[src/pkg/abu_regs.svh]
// register offsets, field positions and reset values of the breakpoint unit
`ifndef ABU_REGS_SVH
`define ABU_REGS_SVH
// ==========================================
// device register indices (8-bit, link side)
`define ABU_IDX_CTRL 3'h0
`define ABU_IDX_ADDRH 3'h1
`define ABU_IDX_ADDRL 3'h2
`define ABU_IDX_WAKE 3'h3
`define ABU_IDX_FCLR 3'h4
// ==========================================
// field positions
`define ABU_BIT_ENABLE 7
`define ABU_BIT_ACTIVE 6
`define ABU_BIT_WAKE 1
`define ABU_BIT_FCE 0
`define ABU_REG_RESET 8'h00
// ==========================================
// controller ahb-lite map (byte addresses)
`define ABU_AHB_CMD 8'h00
`define ABU_AHB_RDATA 8'h04
`define ABU_AHB_STATUS 8'h08
`define ABU_AHB_IRQ_STAT 8'h0c
`define ABU_AHB_IRQ_MASK 8'h10
// command word fields
`define ABU_CMD_WR_BIT 8
`define ABU_CMD_IDX_LSB 9
// irq status bits
`define ABU_IRQ_DONE 0
`define ABU_IRQ_BREAK 1
`define ABU_IRQ_BITS 2
`endif

[src/pkg/abu_pkg.sv]
// types shared by both ends of the breakpoint unit
package abu_pkg;
  typedef logic [2:0] abu_idx_t;
  typedef logic [7:0] abu_byte_t;
  typedef logic [15:0] abu_addr_t;
endpackage : abu_pkg

[src/pkg/abu_if.sv]
// link between the breakpoint device and its cpu-side controller
`timescale 1ns/1ps
interface abu_if;
  import abu_pkg::*;
  logic [15:0] cpu_addr;
  logic cpu_addr_valid;
  logic cpu_last_cycle;
  logic break_ack;
  logic rti_exec;
  logic in_wait;
  logic in_stop;
  logic test_high_voltage;
  logic reg_wr;
  logic reg_rd;
  logic [2:0] reg_idx;
  logic [7:0] reg_wdata;
  logic [7:0] reg_rdata;
  logic status_access;
  logic break_req;
  logic break_immediate;
  logic wake_req;
  logic timer_freeze;
  logic watchdog_disable;
  logic status_clear_ok;
  modport device (
    input cpu_addr, cpu_addr_valid, cpu_last_cycle, break_ack, rti_exec, in_wait, in_stop,
    test_high_voltage, reg_wr, reg_rd, reg_idx, reg_wdata, status_access,
    output reg_rdata, break_req, break_immediate, wake_req, timer_freeze, watchdog_disable,
    status_clear_ok
  );
  modport cpu (
    output cpu_addr, cpu_addr_valid, cpu_last_cycle, break_ack, rti_exec, in_wait, in_stop,
    test_high_voltage, reg_wr, reg_rd, reg_idx, reg_wdata, status_access,
    input reg_rdata, break_req, break_immediate, wake_req, timer_freeze, watchdog_disable,
    status_clear_ok
  );
endinterface : abu_if

[src/rtl/abu_cpu.sv]
// cpu-side controller end: ahb-lite slave that drives the breakpoint link
`timescale 1ns/1ps
`include "abu_regs.svh"
module abu_cpu
  import abu_pkg::*;
(
  input wire logic hclk,
  input wire logic hresetn,
  input wire logic ce,
  input wire logic hsel,
  input wire logic [31:0] haddr,
  input wire logic [1:0] htrans,
  input wire logic hwrite,
  input wire logic [2:0] hsize,
  input wire logic [31:0] hwdata,
  input wire logic hready,
  output logic [31:0] hrdata,
  output logic hreadyout,
  output logic hresp,
  output logic irq,
  input wire logic [15:0] pc_addr,
  input wire logic pc_valid,
  input wire logic last_cycle,
  input wire logic at_boundary,
  input wire logic rti_exec,
  input wire logic in_wait,
  input wire logic in_stop,
  input wire logic test_high_voltage,
  input wire logic status_access,
  output logic in_break,
  output logic wake,
  output logic freeze,
  output logic watchdog_off,
  output logic clear_ok,
  abu_if.cpu link
);
  // ==========================================
  // state
  typedef enum logic [1:0] {ABU_IDLE = 2'b00, ABU_REQ = 2'b01, ABU_WAITRD = 2'b11} abu_op_t;
  typedef struct packed {
    abu_op_t op;
    logic dph;
    logic dph_wr;
    logic [7:0] dph_addr;
    logic wr;
    logic rd;
    abu_idx_t idx;
    abu_byte_t wdata;
    abu_byte_t rbyte;
    logic [`ABU_IRQ_BITS-1:0] istat;
    logic [`ABU_IRQ_BITS-1:0] imask;
    logic ack;
    logic brk;
    logic [31:0] hrdata;
    logic irq;
    logic wake;
    logic freeze;
    logic wdog;
    logic clr;
  } abu_cpu_state_t;
  abu_cpu_state_t st;
  abu_cpu_state_t next_st;
  logic done_evt;

  always_comb begin
    next_st = st;
    done_evt = 1'b0;
    next_st.wr = 1'b0;
    next_st.rd = 1'b0;
    next_st.ack = 1'b0;
    next_st.hrdata = 32'h0;
    // register access sequencer: one byte register per command
    unique case (st.op)
      ABU_IDLE: ;
      ABU_REQ: begin
        next_st.op = st.wr ? ABU_IDLE : ABU_WAITRD;
        done_evt = st.wr;
      end
      ABU_WAITRD: begin
        next_st.rbyte = link.reg_rdata;
        next_st.op = ABU_IDLE;
        done_evt = 1'b1;
      end
      default: next_st.op = ABU_IDLE;
    endcase
    // ahb data phase; every access is zero wait
    if (st.dph) begin
      if (st.dph_wr) begin
        unique case (st.dph_addr)
          `ABU_AHB_CMD: begin
            if (st.op == ABU_IDLE) begin
              next_st.op = ABU_REQ;
              next_st.wdata = hwdata[7:0];
              next_st.wr = hwdata[`ABU_CMD_WR_BIT];
              next_st.rd = !hwdata[`ABU_CMD_WR_BIT];
              next_st.idx = hwdata[`ABU_CMD_IDX_LSB +: 3];
            end
          end
          `ABU_AHB_IRQ_STAT: next_st.istat = st.istat & ~hwdata[`ABU_IRQ_BITS-1:0];
          `ABU_AHB_IRQ_MASK: next_st.imask = hwdata[`ABU_IRQ_BITS-1:0];
          default: ;
        endcase
      end
    end
    // events set sticky bits after any clear, so set wins
    if (done_evt) begin
      next_st.istat[`ABU_IRQ_DONE] = 1'b1;
    end
    if (link.break_req && !st.ack && at_boundary && !st.brk) begin
      next_st.ack = 1'b1;
      next_st.brk = 1'b1;
      next_st.istat[`ABU_IRQ_BREAK] = 1'b1;
    end
    if (rti_exec) begin
      next_st.brk = 1'b0;
    end
    // read data for the next data phase
    if (hsel && hready && htrans[1] && !hwrite) begin
      unique case (haddr[7:0])
        `ABU_AHB_CMD: next_st.hrdata = {20'h0, st.idx, 1'b0, st.wdata};
        `ABU_AHB_RDATA: next_st.hrdata = {24'h0, st.rbyte};
        `ABU_AHB_STATUS: next_st.hrdata = {29'h0, st.brk, link.break_req, st.op != ABU_IDLE};
        `ABU_AHB_IRQ_STAT: next_st.hrdata = {30'h0, st.istat};
        `ABU_AHB_IRQ_MASK: next_st.hrdata = {30'h0, st.imask};
        default: next_st.hrdata = 32'h0;
      endcase
    end
    next_st.dph = hsel && hready && htrans[1];
    next_st.dph_wr = hwrite;
    next_st.dph_addr = haddr[7:0];
    next_st.irq = |(next_st.istat & next_st.imask);
    next_st.wake = link.wake_req;
    next_st.freeze = link.timer_freeze;
    next_st.wdog = link.watchdog_disable;
    next_st.clr = link.status_clear_ok;
  end

  always_ff @(posedge hclk or negedge hresetn) begin
    if (!hresetn) begin
      st <= '0;
    end else if (ce) begin
      st <= next_st;
    end
  end

  // ==========================================
  // link drive
  assign link.cpu_addr = pc_addr;
  assign link.cpu_addr_valid = pc_valid;
  assign link.cpu_last_cycle = last_cycle;
  assign link.break_ack = st.ack;
  assign link.rti_exec = rti_exec;
  assign link.in_wait = in_wait;
  assign link.in_stop = in_stop;
  assign link.test_high_voltage = test_high_voltage;
  assign link.reg_wr = st.wr;
  assign link.reg_rd = st.rd;
  assign link.reg_idx = st.idx;
  assign link.reg_wdata = st.wdata;
  assign link.status_access = status_access;
  assign hrdata = st.hrdata;
  assign hreadyout = 1'b1;
  assign hresp = 1'b0;
  assign irq = st.irq;
  assign in_break = st.brk;
  assign wake = st.wake;
  assign freeze = st.freeze;
  assign watchdog_off = st.wdog;
  assign clear_ok = st.clr;
endmodule : abu_cpu

[src/flat_wrapper.sv]
// flat-port wrapper written by rule: the top's interface ports become plain ports
module abu_cpu_flat import abu_pkg::*;
  (hclk, hresetn, ce, hsel, haddr, htrans, hwrite, hsize, hwdata, hready, hrdata, hreadyout, hresp, irq, pc_addr, pc_valid, last_cycle, at_boundary, rti_exec, in_wait, in_stop, test_high_voltage, status_access, in_break, wake, freeze, watchdog_off, clear_ok, link_cpu_addr, link_cpu_addr_valid, link_cpu_last_cycle, link_break_ack, link_rti_exec, link_in_wait, link_in_stop, link_test_high_voltage, link_reg_wr, link_reg_rd, link_reg_idx, link_reg_wdata, link_status_access, link_reg_rdata, link_break_req, link_break_immediate, link_wake_req, link_timer_freeze, link_watchdog_disable, link_status_clear_ok);
  abu_if link_i ();
  input wire logic hclk;
  input wire logic hresetn;
  input wire logic ce;
  input wire logic hsel;
  input wire logic [31:0] haddr;
  input wire logic [1:0] htrans;
  input wire logic hwrite;
  input wire logic [2:0] hsize;
  input wire logic [31:0] hwdata;
  input wire logic hready;
  output logic [31:0] hrdata;
  output logic hreadyout;
  output logic hresp;
  output logic irq;
  input wire logic [15:0] pc_addr;
  input wire logic pc_valid;
  input wire logic last_cycle;
  input wire logic at_boundary;
  input wire logic rti_exec;
  input wire logic in_wait;
  input wire logic in_stop;
  input wire logic test_high_voltage;
  input wire logic status_access;
  output logic in_break;
  output logic wake;
  output logic freeze;
  output logic watchdog_off;
  output logic clear_ok;
  output wire logic [$bits(link_i.cpu_addr)-1:0] link_cpu_addr;
  output wire logic [$bits(link_i.cpu_addr_valid)-1:0] link_cpu_addr_valid;
  output wire logic [$bits(link_i.cpu_last_cycle)-1:0] link_cpu_last_cycle;
  output wire logic [$bits(link_i.break_ack)-1:0] link_break_ack;
  output wire logic [$bits(link_i.rti_exec)-1:0] link_rti_exec;
  output wire logic [$bits(link_i.in_wait)-1:0] link_in_wait;
  output wire logic [$bits(link_i.in_stop)-1:0] link_in_stop;
  output wire logic [$bits(link_i.test_high_voltage)-1:0] link_test_high_voltage;
  output wire logic [$bits(link_i.reg_wr)-1:0] link_reg_wr;
  output wire logic [$bits(link_i.reg_rd)-1:0] link_reg_rd;
  output wire logic [$bits(link_i.reg_idx)-1:0] link_reg_idx;
  output wire logic [$bits(link_i.reg_wdata)-1:0] link_reg_wdata;
  output wire logic [$bits(link_i.status_access)-1:0] link_status_access;
  input wire logic [$bits(link_i.reg_rdata)-1:0] link_reg_rdata;
  input wire logic [$bits(link_i.break_req)-1:0] link_break_req;
  input wire logic [$bits(link_i.break_immediate)-1:0] link_break_immediate;
  input wire logic [$bits(link_i.wake_req)-1:0] link_wake_req;
  input wire logic [$bits(link_i.timer_freeze)-1:0] link_timer_freeze;
  input wire logic [$bits(link_i.watchdog_disable)-1:0] link_watchdog_disable;
  input wire logic [$bits(link_i.status_clear_ok)-1:0] link_status_clear_ok;
  assign link_cpu_addr = link_i.cpu_addr;
  assign link_cpu_addr_valid = link_i.cpu_addr_valid;
  assign link_cpu_last_cycle = link_i.cpu_last_cycle;
  assign link_break_ack = link_i.break_ack;
  assign link_rti_exec = link_i.rti_exec;
  assign link_in_wait = link_i.in_wait;
  assign link_in_stop = link_i.in_stop;
  assign link_test_high_voltage = link_i.test_high_voltage;
  assign link_reg_wr = link_i.reg_wr;
  assign link_reg_rd = link_i.reg_rd;
  assign link_reg_idx = link_i.reg_idx;
  assign link_reg_wdata = link_i.reg_wdata;
  assign link_status_access = link_i.status_access;
  assign link_i.reg_rdata = link_reg_rdata;
  assign link_i.break_req = link_break_req;
  assign link_i.break_immediate = link_break_immediate;
  assign link_i.wake_req = link_wake_req;
  assign link_i.timer_freeze = link_timer_freeze;
  assign link_i.watchdog_disable = link_watchdog_disable;
  assign link_i.status_clear_ok = link_status_clear_ok;
  abu_cpu u_core (.hclk(hclk), .hresetn(hresetn), .ce(ce), .hsel(hsel), .haddr(haddr), .htrans(htrans), .hwrite(hwrite), .hsize(hsize), .hwdata(hwdata), .hready(hready), .hrdata(hrdata), .hreadyout(hreadyout), .hresp(hresp), .irq(irq), .pc_addr(pc_addr), .pc_valid(pc_valid), .last_cycle(last_cycle), .at_boundary(at_boundary), .rti_exec(rti_exec), .in_wait(in_wait), .in_stop(in_stop), .test_high_voltage(test_high_voltage), .status_access(status_access), .in_break(in_break), .wake(wake), .freeze(freeze), .watchdog_off(watchdog_off), .clear_ok(clear_ok), .link(link_i));
endmodule
[config.mk]
export PLATFORM = sky130hd
export DESIGN_NAME = abu_cpu_flat
export DESIGN_NICKNAME = d
export VERILOG_FILES = /design/src/pkg/abu_pkg.sv /design/src/pkg/abu_if.sv /design/src/rtl/abu_cpu.sv /design/src/flat_wrapper.sv
export VERILOG_INCLUDE_DIRS = /design/src /design/src/pkg
export SDC_FILE = /design/constraint.sdc
export NUM_CORES = 1
export LEC_CHECK = 0
export BUFFER_PORTS_ARGS = -buffer_cell sky130_fd_sc_hd__buf_2
export CAP_MARGIN = 20
export CORE_MARGIN = 2
export CORE_UTILIZATION = 40
export DETAILED_ROUTE_END_ITERATION = 10
export GPL_ROUTABILITY_DRIVEN = 0
export PLACE_DENSITY = 0.77
export SKIP_CTS_REPAIR_TIMING = 1
export SLEW_MARGIN = 20
export SYNTH_ARGS = -nofsm -noshare
export SYNTH_HDL_FRONTEND = slang
export SYNTH_SLANG_ARGS = --single-unit
[constraint.sdc]
create_clock -name hclk -period 4.21 [get_ports hclk]
set_clock_uncertainty 0.15 [all_clocks]
set_input_delay 0.842 -clock hclk [delete_from_list [all_inputs] [get_ports hclk]]
set_output_delay 0.842 -clock hclk [all_outputs]
set_load 0.005 [all_outputs]
**After elaboration in Yosys (flattened, before gate mapping)**

Cells that the tools add are included.

- Input bits: 113
- Register bits after elaboration: 76
- Word-level logic and storage cells: 70
- Output and inout bits: 77

- Reductions and logical operators: 19
- Equality and inequality tests: 8
- Bitwise gates (word level): 3
- Multiplexer cells: 21

Operators by type and width:

| kind | number |
|---|---|
| case mux 12 bit (5 select lines) | 1 |
| two-way mux 13 bit | 4 |
| two-way mux 32 bit | 1 |
| == test 8 x 4 -> 1 bit, second input constant | 3 |
| == test 8 x 5 -> 1 bit, second input constant | 2 |
| logical NOT 8 bit | 2 |
| two-way mux 2 bit | 8 |
| == test 8 x 3 -> 1 bit, second input constant | 1 |
| two-way mux 4 bit | 2 |
| logical AND 1 bit | 6 |
| AND reduction 5 bit | 1 |
| bitwise AND 2 bit | 2 |
| logical NOT 1 bit | 4 |
| case mux 2 bit (2 select lines) | 1 |
| AND reduction 2 bit | 2 |
| nonzero test 2 bit | 2 |
| two-way mux 1 bit | 3 |
| == test 2 x 1 -> 1 bit, second input constant | 1 |
| == test 2 bit, second input constant | 1 |
| logical NOT 2 bit | 1 |
| NOT 2 bit | 1 |
| case mux 1 bit (2 select lines) | 1 |
| OR reduction 2 bit | 1 |

**Logic depth before layout (Yosys ltp)**

- Word-level depth: 8
- Gate-level depth with buffers: 5
- Depth with buffers taken out: 4

**Worst setup path after synthesis**

OpenSTA, ideal clock, no wires.

- Path type: input-to-reg
- From: in haddr[2]
- To: reg u_core.st (netlist bit u_core.hrdata[1])
- Buffers on the path: 1
- Library setup time: 126 ps
- Setup slack: 2158 ps
- Required time: 3934 ps
- Stages on the path: 4
- Arrival time: 1777 ps
- Path through: buf_2 > mux4_2 > a21oi_1 > o2bb2ai_1

- Longest elaborated chain between the ends: 3
- Elaborated cells between the ends (all ways): 7
- Classes of those cells: eq/ne: 4; mux: 2; reduce/logical: 1

RTL lines:

| item | RTL line | source |
|---|---|---|
| start: declaration | flat_wrapper.sv:9 | `input wire logic [31:0] haddr;` |
| == test 8 x 5 -> 1 bit, or another cell as far along | abu_cpu.sv:119 | `unique case (haddr[7:0])` |
| case mux 12 bit (5 select lines) * | abu_cpu.sv:119 |  |
| two-way mux 32 bit * | abu_cpu.sv:118 | `if (hsel && hready && htrans[1] && !hwrite) begin` |
| end signal: assignment | abu_cpu.sv:142 | `st <= next_st;` |
| end: declaration | abu_cpu.sv:61 | `abu_cpu_state_t st;` |

Every way passes the cells marked *; elsewhere a longest branch is shown, timed or not.
A chain may end at the register's enable or synchronous reset.

==> summary.md <==
| Metric | Value |
|---|---|
| Hold_sp | u_core.hrdata[5] |
| Initial core utilization | between 40% and 50% |
| Tot Pwr | roughly 960 µW |
| Reg clk slew, reported paths | ~0.090 ns |
| GRT Residual Overflow | 0 |
| First-pass GRT wire length | between 8000 and 9000 µm |
| CP Cell Sequence | buf_2 -> buf_4 -> nor4b_2 -> nand3_1 -> or3_4 -> o2bb2ai_1 |
| Post-synthesis compound-gate area fraction | between 7 and 8% |
| Final nets | between 300 and 400 |
| Max Buffers Root-to-Sink | 2 |
| Post-synthesis mux area share | approximately 18% |
| Worst slew margin | about 50% |
| Endpoint type of the worst setup path | flop |
| Die Height | 89.6 µm |
| Pleak | 1.60 nW |
| Synth Area per Inst | approximately 12 µm² |
| Endpoint, Worst Hold | u_core.hrdata[5] |
| Fill cells | 713 |
| Post-synth EDFFs | 0 |
| Antenna cells | 0 |
| Largest net degree at the start of global routing | 35 |
| Synth cell count leaders | 68 x buf_4, 55 x dfrtp_1, 26 x mux2_2, 9 x inv_1 |
| Simple-gate share of the synthesized area | a little under 8% |
| CP arrival | between 2 and 2.5 ns |
| Most used flip-flop cell after synthesis | dfrtp_1 |
| Placed instance count | approximately 370 |
| Vias in the first global route | 1764 |
| Pre-CTS setup slack | around 1.6 ns |
| CTS Sinks | 55 |
| Ports | 190 |
| Post-DR wirelength/cell | 14.7 µm |
| Layout cells sized above 1 | a little under half |
| Top-count cell post-synth | buf_4 |
| Worst Setup Slack, final | about 1.9 ns |
| Vias per cell | between 4 and 5 |
| DIE AREA | 8020 µm² |
| # DRC | 0 |
| Die X | approximately 90 µm |
| Initial DRC Count | 72 |
| CTS H-Tree Depth | 2 |
| Cts bufs inserted | 5 |
| F_max | approximately 440 MHz |
| Root Buffer | clkbuf_8 |
| RSZ-0062 raised after global routing | no |
| Worst-Skew Late Latency | about 0.30 ns |
| Synth Area in XOR/XNOR | 0% |
| Top cell type's share of synthesized area | 47.0% |
| Worst reg2reg setup slack | between 2 and 2.5 ns |
| Total negative slack | 0 ns |
| Pwr dens | around 320 nW/µm² |
| Final setup fails | 0 |
| Port bufs | 73 |
| Max VDD drop | roughly 0.13 mV |
| Initial DRT Pass Iterations | 4 |
| Asr flop ratio synth | 100% |
| Tightest Hold Check Type | reg2reg |
| Largest family of logic cells by synthesized area | buffers and inverters |
| WP data required | 4.29 ns |
| Syn Std Cell Area | 2930 µm² |
| Antenna violations before repair | 0 |
| Post-Synthesis Cells | roughly 250 |
| DP Wirelength | between 4000 and 5000 µm |
| Final Non-Filler Cells | approximately 370 |
| Reg-to-reg startpoint | u_core.st[69] |
| Hold Violations, Final | 0 |
| CP max stage delay | between 0.4 and 0.5 ns |
| Worst Setup Path Type | in2reg |
| Synth top area cells | dfrtp_1 47%, buf_4 17%, mux2_2 10% |
| Tightest Pin Transition | around 0.73 ns |
| Area grow syn2layout | 4.19% |
| Slowest stage cell, crit path | or3_4 |
| Worst hold path depth | 1 |
| Seq/Total Area, Yosys | 47.0% |
| Final Max Tran Viols | 0 |
| GRT Total Usage | 14.2% |
| Outcome | complete, no violations |
| Antenna viol nets, final | 0 |
| Max_cap viols | 0 |
| Startpoint Class | primary input |
| Register area | ~1400 µm² |
| Yosys reg bits | 55 |
| WL final | approximately 5500 µm |
| Std cell rows | 31 |
| Post-synth top area cell | dfrtp_1 |
| Tmin final | between 2 and 2.5 ns |
| Synth unique cells | 36 |
| DR vias | 1793 |
| TritonCTS clock tree | built |
| Multi-input logic area | between 1000 and 1500 µm² |
| Final period util | around 55% |
| R2R cell count | 3 |
| Syn. warnings | 0 |
| FF-to-FF End | u_core.link.reg_idx[0] |
| Crit-path max FO | 30 |
| Core area | between 7000 and 8000 µm² |
| Adder-Cell Fraction of Synth Area | 0% |
## power by group
| group | internal, mW | total (mW) | switching [mW] | leakage, nW |
|---|---|---|---|---|
| Clock | 0.129 | 0.285 | 0.156 | 0.0470 |
| Combinational | 0.0498 | 0.107 | 0.0573 | 0.825 |
| Sequential | 0.552 | 0.571 | 0.0188 | 0.724 |
| Total | 0.731 | 0.963 | 0.232 | 1.60 |
## worst max-delay path, delay by kind of cell
family / cells / cell delay [ns]
AO/OA/AOI/OAI: 1 / 0.16
buffers and inverters: 2 / 0.39
AND/OR/NAND/NOR: 3 / 0.98
## per-layer routing
layer | routed length (µm) | vias to the layer above | track usage, % | part of all wire [%]
met5 | 0 | - | 0 | 0
met1 | 2450 | 889 | 17.7 | 44
met4 | 74 | 0 | 5.29 | 1.3
met3 | 310 | 9 | 2.93 | 5.6
li1 | - | 822 | - | -
met2 | 2680 | 73 | 24.3 | 49
## cell families (layout without fill, tap and decap cells)
family                 after synthesis  in the layout
muxes                               43             43
DFF                                 55             55
other                                2             23
and+or+nand+nor                     32             32
AOI/OAI and AO/OA                   31             31
buffers and inverters               84             91
## area by class of cell
| cell class | count | area share, % |
|---|---|---|
| Tap cell | 99 | 4.06 |
| Timing Repair Buffer | 75 | 12.5 |
| Inverter | 9 | 1.11 |
| Clock inverter | 1 | 0.164 |
| Clock buffer | 6 | 2.71 |
| Multi-Input combinational cell | 129 | 34.4 |
| Sequential cell | 55 | 45.1 |
## worst max path at each step
stage | startpoint | endpoint | slack (ns) | cells past startpoint
4_1_cts | ce | u_core.hrdata[4] | 1.92 | 6
6_report | ce | u_core.hrdata[4] | 1.92 | 6
3_5_place_dp | ce | u_core.hrdata[5] | 1.60 | 6
5_1_grt | ce | u_core.hrdata[4] | 1.79 | 6
3_3_place_gp | ce | u_core.hrdata[6] | 1.62 | 6
2_1_floorplan | haddr[2] | u_core.hrdata[1] | 2.16 | 4
## registers in the layout, summed over array words and instances, names as in the netlist
name / count
u_core.clear_ok: 1
u_core.freeze: 1
u_core.hrdata: 11
u_core.in_break: 1
u_core.irq: 1
u_core.link.break_ack: 1
u_core.link.reg_idx: 3
u_core.link.reg_rd: 1
u_core.link.reg_wdata: 8
u_core.link.reg_wr: 1
u_core.st: 24
u_core.wake: 1
u_core.watchdog_off: 1
## cell usage in the layout (no fill, tap or decap), types with 2 or more instances in the layout
cell type,n
conb_1,23
a31oi_1,2
o2bb2ai_1,8
clkbuf_8,6
buf_4,2
mux4_2,2
nor2_1,4
and3_1,4
mux2i_1,8
o21ai_0,8
nand2_1,6
a21oi_1,7
a22o_1,3
mux2_2,26
mux2_4,7
inv_1,9
dfrtp_1,55
nand3_1,5
buf_2,73
## stage by stage
step / hold slack [ns] / utilization [%] / instance area, µm²
after floorplan: 0.306 / - / 3010
after global placement: 0.313 / 41.3 / 2960
after detailed placement: 0.321 / 41.3 / 2960
after CTS: 0.347 / 42.5 / 3050
after global routing: 0.356 / 42.5 / 3050
final: 0.337 / 42.5 / 3050
Note: power is estimated with default switching activity, not from simulation.
